### config.mk
export PLATFORM = sky130hd
export DESIGN_NAME = rate_addr_block
export DESIGN_NICKNAME = d
export VERILOG_FILES = /design/src/rate_pkg.sv /design/src/rate_if.sv /design/src/rate_addr_block.sv /design/src/rate_decoder.sv /design/src/line_watch.sv
export SDC_FILE = /design/constraint.sdc
export NUM_CORES = 1
export LEC_CHECK = 0
export ABC_CLOCK_PERIOD_IN_PS = 10190
export BUFFER_PORTS_ARGS = -buffer_cell sky130_fd_sc_hd__buf_2
export CAP_MARGIN = 20
export CORE_ASPECT_RATIO = 1.75
export CORE_MARGIN = 3
export CORE_UTILIZATION = 55
export DETAILED_ROUTE_END_ITERATION = 10
export HOLD_SLACK_MARGIN = 0.02
export PLACE_DENSITY_LB_ADDON = 0.05
export SLEW_MARGIN = 20
export SYNTH_ARGS = -nofsm -noshare
export SYNTH_HDL_FRONTEND = slang
export SYNTH_HIERARCHICAL = 1
export SYNTH_SLANG_ARGS = --single-unit
### constraint.sdc
create_clock -name clock -period 10.19 [get_ports clock]
set_clock_uncertainty 0.05 [all_clocks]
set_input_delay 1.5285 -clock clock [delete_from_list [all_inputs] [get_ports clock]]
set_output_delay 1.5285 -clock clock [all_outputs]
set_load 0.005 [all_outputs]
### src/rate_pkg.sv
/*
  Constants for the slave-address and bit-rate divider block: register
  offsets, field positions, reset values, decode tables and bus codes.
  Assumes nothing of its surroundings.
*/
package rate_pkg;

  // Register byte offsets on the AXI4-Lite port
  localparam logic [7:0] OFF_OWN_ADDR = 8'h00;
  localparam logic [7:0] OFF_DIVIDER = 8'h04;
  localparam logic [7:0] OFF_STATUS = 8'h08;
  localparam logic [7:0] OFF_SCL_DIV = 8'h0c;
  localparam logic [7:0] OFF_SDA_HOLD = 8'h10;
  localparam logic [7:0] OFF_SCL_HOLD = 8'h14;

  // Reset values
  localparam logic [7:0] OWN_ADDR_RESET = 8'h00;
  localparam logic [7:0] DIVIDER_RESET = 8'h00;

  // Field positions
  localparam int MUL_HI = 7;
  localparam int MUL_LO = 6;
  localparam int PRE_HI = 5;
  localparam int PRE_LO = 3;
  localparam int TAP_HI = 2;
  localparam int TAP_LO = 0;
  localparam int ST_MATCH_BIT = 0;
  localparam int ST_BUSY_BIT = 1;
  localparam int ST_ACTIVE_BIT = 2;

  // Address frame length in bits
  localparam logic [3:0] ADDR_BITS = 4'h8;

  // Tap and prescaler tables, index is the field code
  localparam logic [3:0] SCL_TAP [0:7] = '{4'h5, 4'h6, 4'h7, 4'h8, 4'h9, 4'ha, 4'hc, 4'hf};
  localparam logic [3:0] SDA_TAP [0:7] = '{4'h1, 4'h1, 4'h2, 4'h2, 4'h3, 4'h3, 4'h4, 4'h4};
  localparam logic [7:0] FIRST_TAP [0:7] = '{8'h04, 8'h04, 8'h06, 8'h06, 8'h0e, 8'h1e, 8'h3e, 8'h7e};
  localparam logic [7:0] START_BASE [0:7] = '{8'h02, 8'h02, 8'h02, 8'h06, 8'h0e, 8'h1e, 8'h3e, 8'h7e};
  localparam logic [7:0] STOP_BASE [0:7] = '{8'h07, 8'h07, 8'h09, 8'h09, 8'h11, 8'h21, 8'h41, 8'h81};
  // Multiplier as a left shift: 1, 2, 4; reserved code falls back to 1
  localparam logic [1:0] MUL_SHIFT [0:3] = '{2'h0, 2'h1, 2'h2, 2'h0};
  localparam logic [15:0] PERIOD_ADD = 16'h0002;
  localparam logic [15:0] HOLD_ADD = 16'h0003;

  // AXI responses
  localparam logic [1:0] RESP_OKAY = 2'h0;
  localparam logic [1:0] RESP_SLVERR = 2'h2;

endpackage

### src/rate_if.sv
/*
  Carries the four derived timing values from the decoder to the block top.
  Assumes both ends sit on the same clock.
*/
`timescale 1ns/1ps
interface rate_if;
  logic [15:0] sclDivider;
  logic [15:0] sdaHold;
  logic [15:0] startHold;
  logic [15:0] stopHold;
  modport src (output sclDivider, output sdaHold, output startHold, output stopHold);
  modport dst (input sclDivider, input sdaHold, input startHold, input stopHold);
endinterface

### src/rate_addr_block.sv
/*
  Slave-address and bit-rate divider block with an AXI4-Lite register port
  and an address watcher on the shared two-wire bus.
  Assumes open-drain lines resolved outside; an enable high pulls a line low.
*/
// The AXI4-Lite register port and the register offsets were decided locally.
// Contract
// - Own-address bits 7:1 hold the address answered as slave, not sent.
// - Own-address bit 0 always reads zero whatever is written.
// - Block acts as slave by default, watching for its address.
// - Both registers are readable and writable at any time.
// - Rate code splits into multiplier, prescaler and tap fields.
// - Tap codes give period tap counts 5,6,7,8,9,10,12,15.
// - Tap codes give hold tap counts 1,1,2,2,3,3,4,4.
// - Prescaler codes give first-tap offsets 4,4,6,6,14,30,62,126.
// - Tap spacing is two to the prescaler code.
// - Multiplier codes 00,01,10 give 1,2,4; 11 reserved.
// - Period is multiplier times twice offset plus period span plus 2.
// - Data hold is multiplier times offset plus hold span plus 3.
// - Start hold is multiplier times start base plus period span.
// - Stop hold is multiplier times stop base plus period span.
// - Code 00 gives period 20, hold 7, start 6, stop 11.
// - Clock and data lines are shared bidirectional pins.
`timescale 1ns/1ps
module rate_addr_block
  import rate_pkg::*;
#(
  parameter int ADDR_W = 8
) (
  // Clock, reset, enable
  input wire logic clock,
  input wire logic rst,
  input wire logic ce,
  // AXI4-Lite write address and data
  input wire logic [ADDR_W-1:0] awaddr,
  input wire logic awvalid,
  output logic awready,
  input wire logic [31:0] wdata,
  input wire logic [3:0] wstrb,
  input wire logic wvalid,
  output logic wready,
  // AXI4-Lite write response
  output logic [1:0] bresp,
  output logic bvalid,
  input wire logic bready,
  // AXI4-Lite read
  input wire logic [ADDR_W-1:0] araddr,
  input wire logic arvalid,
  output logic arready,
  output logic [31:0] rdata,
  output logic [1:0] rresp,
  output logic rvalid,
  input wire logic rready,
  // Two-wire bus clock line
  input wire logic sclIn,
  output logic sclOut,
  output logic sclOe,
  // Two-wire bus data line
  input wire logic sdaIn,
  output logic sdaOut,
  output logic sdaOe
);

  typedef enum logic [5:0] {
    ST_IDLE = 6'b000001,
    ST_ADDR = 6'b000010,
    ST_HOLD = 6'b000100,
    ST_ACK = 6'b001000,
    ST_REL = 6'b010000,
    ST_SKIP = 6'b100000
  } watch_e;

  rate_if rates ();

  logic sdaLevel;
  logic sclRise;
  logic sclFall;
  logic startSeen;
  logic stopSeen;

  // Registers and their next values
  logic [7:0] ownAddr_reg, ownAddr_next;
  logic [7:0] rateCode_reg, rateCode_next;
  logic matched_reg, matched_next;
  logic busy_reg, busy_next;
  watch_e state_reg, state_next;
  logic [3:0] bitCnt_reg, bitCnt_next;
  logic [7:0] shift_reg, shift_next;
  logic [15:0] holdCnt_reg, holdCnt_next;
  logic sdaOe_reg, sdaOe_next;
  logic awready_reg, awready_next;
  logic wready_reg, wready_next;
  logic bvalid_reg, bvalid_next;
  logic [1:0] bresp_reg, bresp_next;
  logic arready_reg, arready_next;
  logic rvalid_reg, rvalid_next;
  logic [31:0] rdata_reg, rdata_next;
  logic [1:0] rresp_reg, rresp_next;

  logic writeNow;
  logic matchClear;
  logic matchSet;
  logic [31:0] readWord;
  logic readHit;
  logic writeHit;

  rate_decoder decoder (
    .rateCode(rateCode_reg),
    .rates(rates.src)
  );

  line_watch watch (
    .clock(clock),
    .rst(rst),
    .ce(ce),
    .sclIn(sclIn),
    .sdaIn(sdaIn),
    .sdaLevel(sdaLevel),
    .sclRise(sclRise),
    .sclFall(sclFall),
    .startSeen(startSeen),
    .stopSeen(stopSeen)
  );

  // Write lands while ready is up and both channels still offer
  assign writeNow = awready_reg && awvalid && wvalid;

  // Write decode; read-only words accept and ignore data
  always_comb begin
    case (awaddr[7:0])
      OFF_OWN_ADDR, OFF_DIVIDER, OFF_STATUS: writeHit = 1'b1;
      OFF_SCL_DIV, OFF_SDA_HOLD, OFF_SCL_HOLD: writeHit = 1'b1;
      default: writeHit = 1'b0;
    endcase
  end

  // Read decode; unmapped reads return zero with an error
  always_comb begin
    readHit = 1'b1;
    case (araddr[7:0])
      OFF_OWN_ADDR: readWord = {24'h000000, ownAddr_reg[7:1], 1'b0};
      OFF_DIVIDER: readWord = {24'h000000, rateCode_reg};
      OFF_STATUS: readWord = {29'h00000000, state_reg != ST_IDLE && state_reg != ST_SKIP, busy_reg, matched_reg};
      OFF_SCL_DIV: readWord = {16'h0000, rates.sclDivider};
      OFF_SDA_HOLD: readWord = {16'h0000, rates.sdaHold};
      OFF_SCL_HOLD: readWord = {rates.stopHold, rates.startHold};
      default: begin
        readWord = 32'h00000000;
        readHit = 1'b0;
      end
    endcase
  end

  // Bus handshake: ready pulses once, response follows both channels
  always_comb begin
    awready_next = 1'b0;
    wready_next = 1'b0;
    bvalid_next = bvalid_reg && !bready;
    bresp_next = bresp_reg;
    arready_next = 1'b0;
    rvalid_next = rvalid_reg && !rready;
    rdata_next = rdata_reg;
    rresp_next = rresp_reg;
    if (awvalid && wvalid && !awready_reg && !bvalid_reg) begin
      awready_next = 1'b1;
      wready_next = 1'b1;
    end
    if (writeNow) begin
      bvalid_next = 1'b1;
      bresp_next = writeHit ? RESP_OKAY : RESP_SLVERR;
    end
    if (arvalid && !arready_reg && !rvalid_reg) begin
      arready_next = 1'b1;
    end
    if (arready_reg && arvalid) begin
      rvalid_next = 1'b1;
      rdata_next = readWord;
      rresp_next = readHit ? RESP_OKAY : RESP_SLVERR;
    end
  end

  // Register writes, no access restriction in any state
  assign matchClear = writeNow && awaddr[7:0] == OFF_STATUS && wstrb[0] && wdata[ST_MATCH_BIT];
  always_comb begin
    ownAddr_next = ownAddr_reg;
    rateCode_next = rateCode_reg;
    if (writeNow && wstrb[0] && awaddr[7:0] == OFF_OWN_ADDR) begin
      ownAddr_next = {wdata[7:1], 1'b0};
    end
    if (writeNow && wstrb[0] && awaddr[7:0] == OFF_DIVIDER) begin
      rateCode_next = wdata[7:0];
    end
  end

  // Address watcher; always listening as slave after reset
  always_comb begin
    state_next = state_reg;
    bitCnt_next = bitCnt_reg;
    shift_next = shift_reg;
    holdCnt_next = holdCnt_reg;
    sdaOe_next = sdaOe_reg;
    busy_next = busy_reg;
    matchSet = 1'b0;
    case (state_reg)
      ST_ADDR: begin
        if (sclRise) begin
          shift_next = {shift_reg[6:0], sdaLevel};
          bitCnt_next = bitCnt_reg + 4'h1;
        end
        if (sclFall && bitCnt_reg == ADDR_BITS) begin
          // Compare against the stored slave address only
          if (shift_reg[7:1] == ownAddr_reg[7:1]) begin
            state_next = ST_HOLD;
            holdCnt_next = rates.sdaHold;
            matchSet = 1'b1;
          end else begin
            state_next = ST_SKIP;
          end
        end
      end
      // Data only moves a hold time after the clock fell
      ST_HOLD: begin
        if (holdCnt_reg <= 16'h0001) begin
          sdaOe_next = 1'b1;
          state_next = ST_ACK;
        end else begin
          holdCnt_next = holdCnt_reg - 16'h0001;
        end
      end
      ST_ACK: begin
        if (sclFall) begin
          holdCnt_next = rates.sdaHold;
          state_next = ST_REL;
        end
      end
      ST_REL: begin
        if (holdCnt_reg <= 16'h0001) begin
          sdaOe_next = 1'b0;
          state_next = ST_SKIP;
        end else begin
          holdCnt_next = holdCnt_reg - 16'h0001;
        end
      end
      ST_IDLE, ST_SKIP: begin
        state_next = state_reg;
      end
      default: begin
        state_next = ST_IDLE;
        sdaOe_next = 1'b0;
      end
    endcase
    // Start and stop override any frame in progress
    if (startSeen) begin
      state_next = ST_ADDR;
      bitCnt_next = 4'h0;
      sdaOe_next = 1'b0;
      busy_next = 1'b1;
    end else if (stopSeen) begin
      state_next = ST_IDLE;
      sdaOe_next = 1'b0;
      busy_next = 1'b0;
    end
    // A new match outranks a clear in the same cycle
    matched_next = matchSet || (matched_reg && !matchClear);
  end

  // State registers; the enable freezes everything
  always_ff @(posedge clock or posedge rst) begin
    if (rst) begin
      ownAddr_reg <= OWN_ADDR_RESET;
      rateCode_reg <= DIVIDER_RESET;
      matched_reg <= 1'b0;
      busy_reg <= 1'b0;
      state_reg <= ST_IDLE;
      bitCnt_reg <= 4'h0;
      shift_reg <= 8'h00;
      holdCnt_reg <= 16'h0000;
      sdaOe_reg <= 1'b0;
      awready_reg <= 1'b0;
      wready_reg <= 1'b0;
      bvalid_reg <= 1'b0;
      bresp_reg <= RESP_OKAY;
      arready_reg <= 1'b0;
      rvalid_reg <= 1'b0;
      rdata_reg <= 32'h00000000;
      rresp_reg <= RESP_OKAY;
    end else if (ce) begin
      ownAddr_reg <= ownAddr_next;
      rateCode_reg <= rateCode_next;
      matched_reg <= matched_next;
      busy_reg <= busy_next;
      state_reg <= state_next;
      bitCnt_reg <= bitCnt_next;
      shift_reg <= shift_next;
      holdCnt_reg <= holdCnt_next;
      sdaOe_reg <= sdaOe_next;
      awready_reg <= awready_next;
      wready_reg <= wready_next;
      bvalid_reg <= bvalid_next;
      bresp_reg <= bresp_next;
      arready_reg <= arready_next;
      rvalid_reg <= rvalid_next;
      rdata_reg <= rdata_next;
      rresp_reg <= rresp_next;
    end
  end

  // Clock line is never pulled; slave only, no clock stretching
  always_ff @(posedge clock or posedge rst) begin
    if (rst) begin
      sclOut <= 1'b0;
      sclOe <= 1'b0;
      sdaOut <= 1'b0;
    end else if (ce) begin
      sclOut <= 1'b0;
      sclOe <= 1'b0;
      sdaOut <= 1'b0;
    end
  end

  // Outputs straight from flops
  assign awready = awready_reg;
  assign wready = wready_reg;
  assign bvalid = bvalid_reg;
  assign bresp = bresp_reg;
  assign arready = arready_reg;
  assign rvalid = rvalid_reg;
  assign rdata = rdata_reg;
  assign rresp = rresp_reg;
  assign sdaOe = sdaOe_reg;

endmodule // rate_addr_block

### src/rate_decoder.sv
/*
  Decodes the 8-bit rate code into serial clock period, data hold and the
  start and stop clock holds. Purely combinational; the code is a register.
*/
`timescale 1ns/1ps
module rate_decoder
  import rate_pkg::*;
(
  // Rate code
  input wire logic [7:0] rateCode,
  // Derived values
  rate_if.src rates
);
  logic [1:0] mulCode;
  logic [2:0] preCode;
  logic [2:0] tapCode;
  logic [1:0] mulShift;
  logic [15:0] periodSpan;
  logic [15:0] holdSpan;

  // Split the code into its three fields
  assign mulCode = rateCode[MUL_HI:MUL_LO];
  assign preCode = rateCode[PRE_HI:PRE_LO];
  assign tapCode = rateCode[TAP_HI:TAP_LO];
  assign mulShift = MUL_SHIFT[mulCode];

  // Tap distance is a shift since spacing is a power of two
  assign periodSpan = {12'h000, SCL_TAP[tapCode] - 4'h1} << preCode;
  assign holdSpan = {12'h000, SDA_TAP[tapCode] - 4'h1} << preCode;

  // Final values, code 00 gives 20, 7, 6, 11
  assign rates.sclDivider = (({8'h00, FIRST_TAP[preCode]} + periodSpan + PERIOD_ADD) << 1) << mulShift;
  assign rates.sdaHold = ({8'h00, FIRST_TAP[preCode]} + holdSpan + HOLD_ADD) << mulShift;
  assign rates.startHold = ({8'h00, START_BASE[preCode]} + periodSpan) << mulShift;
  assign rates.stopHold = ({8'h00, STOP_BASE[preCode]} + periodSpan) << mulShift;
endmodule // rate_decoder

### src/line_watch.sv
/*
  Synchronises the two bus lines and reports clock edges, start and stop.
  Assumes the lines are asynchronous to clock.
*/
`timescale 1ns/1ps
module line_watch (
  // Clock and reset
  input wire logic clock,
  input wire logic rst,
  input wire logic ce,
  // Raw line levels
  input wire logic sclIn,
  input wire logic sdaIn,
  // Data level, and clock, start and stop events of one cycle each
  output logic sdaLevel,
  output logic sclRise,
  output logic sclFall,
  output logic startSeen,
  output logic stopSeen
);
  logic [1:0] meta_reg, meta_next;
  logic [1:0] sync_reg, sync_next;
  logic [1:0] prev_reg, prev_next;

  // Two stages, then one for edge history; bit 0 clock, bit 1 data
  always_comb begin
    meta_next = {sdaIn, sclIn};
    sync_next = meta_reg;
    prev_next = sync_reg;
  end

  always_ff @(posedge clock or posedge rst) begin
    if (rst) begin
      meta_reg <= 2'h3;
      sync_reg <= 2'h3;
      prev_reg <= 2'h3;
    end else if (ce) begin
      meta_reg <= meta_next;
      sync_reg <= sync_next;
      prev_reg <= prev_next;
    end
  end

  // Data moving while clock is high marks start or stop
  assign sdaLevel = sync_reg[1];
  assign sclRise = sync_reg[0] && !prev_reg[0];
  assign sclFall = !sync_reg[0] && prev_reg[0];
  assign startSeen = sync_reg[0] && prev_reg[0] && prev_reg[1] && !sync_reg[1];
  assign stopSeen = sync_reg[0] && prev_reg[0] && !prev_reg[1] && sync_reg[1];
endmodule // line_watch

# After elaboration in Yosys (flattened, before gate mapping)
# Memories as Yosys holds them, arrays and structs flattened.
# Cells that the tools add are included.
[op_classes]
add_sub_neg = 10
order_cmp = 4
n_eq_ne = 30
shift = 6
n_mux = 48
n_bitwise = 3
reduce_logical = 59
[op_table]
columns = ["cell", "n"]
rows = [
  ["32-bit case mux with 6 select lines", 1],
  ["16-bit two-way mux", 4],
  ["16-bit by 2-bit left shift with 16-bit output", 4],
  ["8-bit by 16-bit adder with 16-bit output", 3],
  ["8-bit two-way mux", 6],
  ["16-bit case mux with 3 select lines", 1],
  ["6-bit two-way mux", 7],
  ["8-bit by 4-bit equality test with 1-bit output, second input constant", 4],
  ["8-bit by 5-bit equality test with 1-bit output, second input constant", 4],
  ["4-bit by 3-bit left shift with 16-bit output", 2],
  ["6-bit case mux with 5 select lines", 1],
  ["4-bit two-way mux", 7],
  ["1-bit logical AND", 26],
  ["16-bit by 2-bit adder with 16-bit output, second input constant", 1],
  ["8-bit by 3-bit equality test with 1-bit output, second input constant", 2],
  ["16-bit by 1-bit less-or-equal comparator with 1-bit output, second input constant", 1],
  ["8-bit zero test", 2],
  ["4-bit != test, second input constant", 4],
  ["16-bit by 1-bit subtractor with 16-bit output, second input constant", 1],
  ["15-bit by 2-bit adder with 15-bit output, second input constant", 1],
  ["8-bit by 15-bit adder with 15-bit output", 1],
  ["1-bit two-way mux", 15],
  ["6-bit AND reduction", 2],
  ["6-bit OR reduction", 2],
  ["31 further kinds", 58],
]
[totals]
register_bits = 98
romBits = 256
inputBits = 62
output_inout_bits = 45
n_memories = 5
[mem_list]
columns = ["memory", "words", "width", "rd", "rd_clocked_by_memory_dff", "write_ports", "line", "rtl"]
rows = [
  ["(no name shown)", 8, 8, 1, 0, 0, "rate_decoder.sv:34", "assign rates.startHold = ({8'h00, START_BASE[preCode]} + periodSpan) << mulShift;"],
  ["(no name shown)", 8, 8, 1, 0, 0, "rate_decoder.sv:33", "assign rates.sdaHold = ({8'h00, FIRST_TAP[preCode]} + holdSpan + HOLD_ADD) << mulShift;"],
  ["(no name shown)", 8, 8, 1, 0, 0, "rate_decoder.sv:35", "assign rates.stopHold = ({8'h00, STOP_BASE[preCode]} + periodSpan) << mulShift;"],
  ["(no name shown)", 8, 4, 1, 0, 0, "rate_decoder.sv:28", "assign periodSpan = {12'h000, SCL_TAP[tapCode] - 4'h1} << preCode;"],
  ["(no name shown)", 8, 4, 1, 0, 0, "rate_decoder.sv:29", "assign holdSpan = {12'h000, SDA_TAP[tapCode] - 4'h1} << preCode;"],
]

# Longest topological paths before layout
[depth]
word_depth = 12
depth_mapped = 21

# Cells and area by module
# Netlist, hierarchy kept.
[modules_own_cells]
columns = ["module", "n_inst", "cells_each", "area_each_um2", "seq_area_each_um2"]
rows = [
  ["rate_addr_block", 1, 463, 4757.1, 2253.4],
  ["rate_decoder", 1, 528, 3477.1, 0.0],
  ["line_watch", 1, 18, 295.3, 157.7],
]

# Least setup slack after synthesis
# Ideal clock, no wire load.
[synth_timing]
path_type = "flip-flop to flip-flop"
from = "reg rateCode_reg[2]"
to = "reg rdata_reg[7], in the netlist rdata[7]"
setup_time_ns = 0.133
arrival_ns = 4.111
required_ns = 10.007
slack_ns = 5.896
stages_incl_launch_ff = 19
period_less_slack_ns = 4.294
cell_sequence = "dfrtp_1 > buf_4 > inv_1 > ha_1 > xnor2_1 > mux2_2 > mux2i_1 > a22o_1 > ha_1 > ha_1 > o21ai_0 > a21boi_0 > o21a_1 > or3_1 > and3_1 > o31a_1 > mux4_2 > a22oi_1 > o21ai_0"
[synth_between]
elab_chain_len = 10
word_cells_on_any_way = 20
cone_classes = "add/sub: 7; shift: 5; mux: 5; bitwise: 1; memory: 2"
[synth_rtl]
columns = ["element", "line", "rtl"]
rows = [
  ["from (decl)", "rate_addr_block.sv:83", "logic [7:0] rateCode_reg, rateCode_next;"],
  ["from (signal assigned)", "rate_addr_block.sv:289", "rateCode_reg <= rateCode_next;"],
  ["3-bit inverter with 4-bit output (not written as such)", "rate_decoder.sv:29", ""],
  ["memory read 8 x 4 bit", "-", ""],
  ["4-bit two-way mux (not written as such) (2 in a row)", "rate_decoder.sv:29", ""],
  ["4-bit by 1-bit subtractor with 4-bit output", "rate_decoder.sv:29", ""],
  ["4-bit by 3-bit left shift with 16-bit output", "rate_decoder.sv:29", ""],
  ["8-bit by 16-bit adder with 16-bit output", "rate_decoder.sv:33", ""],
  ["16-bit by 2-bit adder with 16-bit output", "rate_decoder.sv:33", ""],
  ["16-bit by 2-bit left shift with 16-bit output", "rate_decoder.sv:33", ""],
  ["named net rates.sdaHold[7]", "rate_if.sv:8", "logic [15:0] sdaHold;"],
  ["32-bit case mux with 6 select lines", "rate_addr_block.sv:140", "case (araddr[7:0])"],
  ["to (signal assigned)", "rate_addr_block.sv:303", "rdata_reg <= rdata_next;"],
  ["to (decl)", "rate_addr_block.sv:97", "logic [31:0] rdata_reg, rdata_next;"],
]
# The timed path passes the listed nets, and every way through them passes these cells. The select of a mux whose other input is x is not followed.
# A chain may end at the register's enable or synchronous reset.

# Final worst setup path
[layout_timing]
from = "reg rateCode_reg[1]"
to = "reg rdata_reg[12], in the netlist rdata[12]"
[layout_between]
elab_chain_len = 10
word_cells_on_any_way = 20
cone_classes = "add/sub: 7; shift: 5; mux: 5; bitwise: 1; memory: 2"
[layout_rtl]
columns = ["element", "line", "rtl"]
rows = [
  ["3-bit inverter with 4-bit output (not written as such)", "rate_decoder.sv:28", ""],
  ["memory read 8 x 4 bit", "-", ""],
  ["4-bit two-way mux (not written as such) (2 in a row)", "rate_decoder.sv:28", ""],
  ["4-bit by 1-bit subtractor with 4-bit output", "rate_decoder.sv:28", ""],
  ["4-bit by 3-bit left shift with 16-bit output", "rate_decoder.sv:28", ""],
  ["8-bit by 15-bit adder with 15-bit output", "rate_decoder.sv:32", "assign rates.sclDivider = (({8'h00, FIRST_TAP[preCode]} + periodSpan + PERIOD_ADD) << 1) << mulShift;"],
  ["15-bit by 2-bit adder with 15-bit output", "rate_decoder.sv:32", ""],
  ["16-bit by 2-bit left shift with 16-bit output", "rate_decoder.sv:32", ""],
  ["named net rates.sclDivider[12]", "rate_if.sv:7", "logic [15:0] sclDivider;"],
  ["32-bit case mux with 6 select lines", "rate_addr_block.sv:140", ""],
]
# The timed path passes the listed nets, and every way through them passes these cells. The select of a mux whose other input is x is not followed.

==> key figures <==
Timing
  – Slew HR: 34.6%
  – Final setup vio count: 0
  – Worst Max-Slew Pin Slew: 0.975 ns
  – Final Slew Violations: 0
  – Setup slack after layout: 4.68 ns
  – Fin. Hold Viols: 0
  – Tmin final: approximately 5.5 ns
  – Setup_tns: 0 ns
  – Unrepaired setup endpoints after global routing: no
  – Fmax: 181 MHz
  – Final Cycle Share: 54.1%

Clock network
  – Root Driver: clkbuf_16
  – Clock buffer count from CTS: 9
  – CTS max path bufs: 2
  – Clock sink count: 96
  – Post-CTS Setup Inserts: 0
  – Post-CTS resize count: 0
  – H-tree Lvls: 3
  – Hold buffers post-CTS: 0
  – CTS tree: done
  – Clock latency on the worst-skew pair: 0.35 ns
  – Reg clk slew, reported paths: 0.07 ns

Logic synthesis
  – Post-synth cell types: 92
  – Register area share after synthesis: between 20 and 30%
  – Syn_area_per_cell: 8.45 µm²
  – Top-count cell post-synth: nand2_1
  – Share of Yosys cell area claimed by the top area cell type: 26.1%
  – Mapped cell area: 8530 µm²
  – #FFs+latches synth: between 90 and 100
  – Gate Count Post-Synth: 1009
  – Most frequent cells after synthesis: 139 x nand2_1, 89 x dfrtp_1, 76 x o21ai_0
  – Post-synth EDFFs: 0
  – Synth async-reset ratio: 100%
  – Post-synth top area cell: dfrtp_1
  – Largest cells by area after synthesis: dfrtp_1 26%, nand2_1 6.1%, ha_1 5.6%
  – Ys Warns: 6
  – Synth Flop Type: dfrtp_1

Hold path
  – Hold path cells: 2
  – Hold Path Class: reg2reg
  – WHS Endpoint: rdata[15]
  – Min-Delay Startpoint: rdata[15]

Die
  – Die Wd: 100 µm
  – Core region area: ~15000 µm²
  – Initial core utilization: 56.6%
  – Full die area: about 17000 µm²
  – Chip height: 171 µm
  – Top Ports: 107
  – Placement Rows: 59

Worst setup path
  – Slowest cell on the critical path: dfrtp_1
  – Critical path arrival: 5.72 ns
  – Crit. path cell count: 17
  – R2R setup slack: 4.68 ns
  – R2r endpoint: rdata[12]
  – Worst path max stage delay: 0.62 ns
  – Kind of critical path: reg2reg
  – Crit path launch type: flop
  – Crit. End Element: flop
  – CP required: 10.39 ns
  – Critical path cell sequence: ha_1, nor4bb_4, a221oi_1, nor2_1, or2_1, o21a_1, inv_1, fa_1, o311ai_0, a211o_1, o211ai_1, a21oi_1, xnor2_1, mux2i_1, mux2i_1, a22oi_1, o21ai_0
  – Worst r2r src: rateCode_reg[1]
  – CP delay by family, top: compound AO/OA/AOI/OAI gates
  – Crit-path max FO: 15
  – R2R cell count: 17
  – Most frequent CP cell: mux2i_1
  – CP Buf/Inv Count: 1

Global routing
  – First-pass GRT wire length: 38500 µm
  – Pin count of the biggest net entering global routing: 77
  – Vias in the first global route: around 7600
  – Initial antenna violation count: 0
  – GRT Util Overall: 28.3%
  – Gr ovfl total: 0

Final layout
  – Nets: 1147
  – Largest register FFs: 32
  – N_diodes: 0
  – Post-route insts no fill: about 1200
  – Share of cells above drive strength 1: 17.6%
  – P&R area growth vs syn: 7.70%

Drt
  – Iter 0 DRT Violations: between 400 and 500
  – ANT nets after route: 0
  – Vias: 7565
  – Routed wire length: 23700 µm
  – Via/cell ratio: 6.16
  – WL per Instance: 19.3 µm
  – Drt drc: 0
  – TritonRoute pass-1 iters: 5

Placed design
  – Placed Cells: between 1000 and 1500
  – Port Buffers: between 70 and 80
  – Post-DP HPWL: 18500 µm
  – Routability Congestion: 0.951
  – Worst slack at placement: 4.75 ns

Status
  – Outcome: finished clean

Power and ir drop
  – Leak pwr: 4.22 nW
  – Worst vdd ir: 0.000108 V
  – Pwr per Cell Area: 115 nW/µm²
  – Total power: about 1.1 mW

Run
  – Max Cap Viol: 0
## layout make-up
type,instances,area [µm²]
timing repair buffer,82,430
sequential,96,2410
inverter,36,136
tap,183,229
multi-input combinational,816,5630
clock inverter,6,115
fill,1436,5870
clock buffer,10,229
## worst max-delay path by stage
stage,start,endpoint
after global placement,rateCode_reg[1],rdata[12]
after detailed placement,rateCode_reg[1],rdata[12]
after CTS,rateCode_reg[1],rdata[12]
after floorplan,rateCode_reg[2],rdata[7]
final,rateCode_reg[1],rdata[12]
after global routing,rateCode_reg[1],rdata[12]
## power breakdown
group / internal [mW] / leakage [nW] / switching (mW)
Combinational: 0.0804 / 2.79 / 0.113
Clock: 0.242 / 0.164 / 0.151
Sequential: 0.422 / 1.26 / 0.0458
Total: 0.745 / 4.22 / 0.310
## routing by layer
layer,global-route usage (%),share of wire (%),up-vias
met4,14.0,5.1,0
met2,52.3,54,199
met1,31.9,37,3600
met5,0,0,-
li1,-,-,3701
met3,2.65,3.8,65
## logic make-up (layout without fill, tap and decap cells)
logic type / after synthesis / count (layout) / share of synthesized area [%]
AOI/OAI and AO/OA: 305 / 305 / 24.6
DFF: 96 / 96 / 28.3
and+or+nand+nor: 348 / 348 / 20.3
other: 3 / 17 / 0.132
buffers and inverters: 111 / 134 / 6.31
adders and majority gates: 44 / 44 / 6.98
muxes: 64 / 64 / 9.43
xor gates and xnor gates: 38 / 38 / 3.90
## cells in the final DEF, fill, tap and decap left out, drive strengths merged, types with 5 or more instances in the layout
cell type / Yosys / final
a211oi: 12 / 12
a21boi: 6 / 6
a21o: 6 / 6
a21oi: 68 / 68
a22o: 28 / 28
a22oi: 15 / 15
a31oi: 9 / 9
a32oi: 10 / 10
and2: 9 / 9
and3: 9 / 9
buf: 38 / 82
clkbuf: 37 / 10
conb: 3 / 17
dfrtp: 89 / 89
dfstp: 7 / 7
fa: 6 / 6
ha: 38 / 38
inv: 34 / 35
mux2: 40 / 40
mux2i: 17 / 17
mux4: 7 / 7
nand2: 139 / 139
nand2b: 15 / 15
nand3: 17 / 17
nand4: 5 / 5
nor2: 65 / 65
nor2b: 15 / 15
nor3: 24 / 24
nor4: 12 / 12
o211ai: 8 / 8
o21a: 5 / 5
o21ai: 84 / 84
o22ai: 10 / 10
o2bb2ai: 6 / 6
or2: 6 / 6
or3: 8 / 8
or4: 6 / 6
xnor2: 21 / 21
xor2: 17 / 17
## per-stage QoR
stage | hold WS [ns] | cell area [µm²] | util [%]
after floorplan | 0.412 | 8580 | -
after global placement | 0.411 | 8840 | 58.7
after detailed placement | 0.419 | 8840 | 58.7
after CTS | 0.441 | 9190 | 61.0
after global routing | 0.468 | 9190 | 61.0
final | 0.439 | 9190 | 61.0
## worst min-delay path, cell delays in order (launching register included)
cell and delay [ns]:
dfrtp_1 0.35, nand2_1 0.05, o21ai_0 0.06
Note: power is estimated with default switching activity, not from simulation.
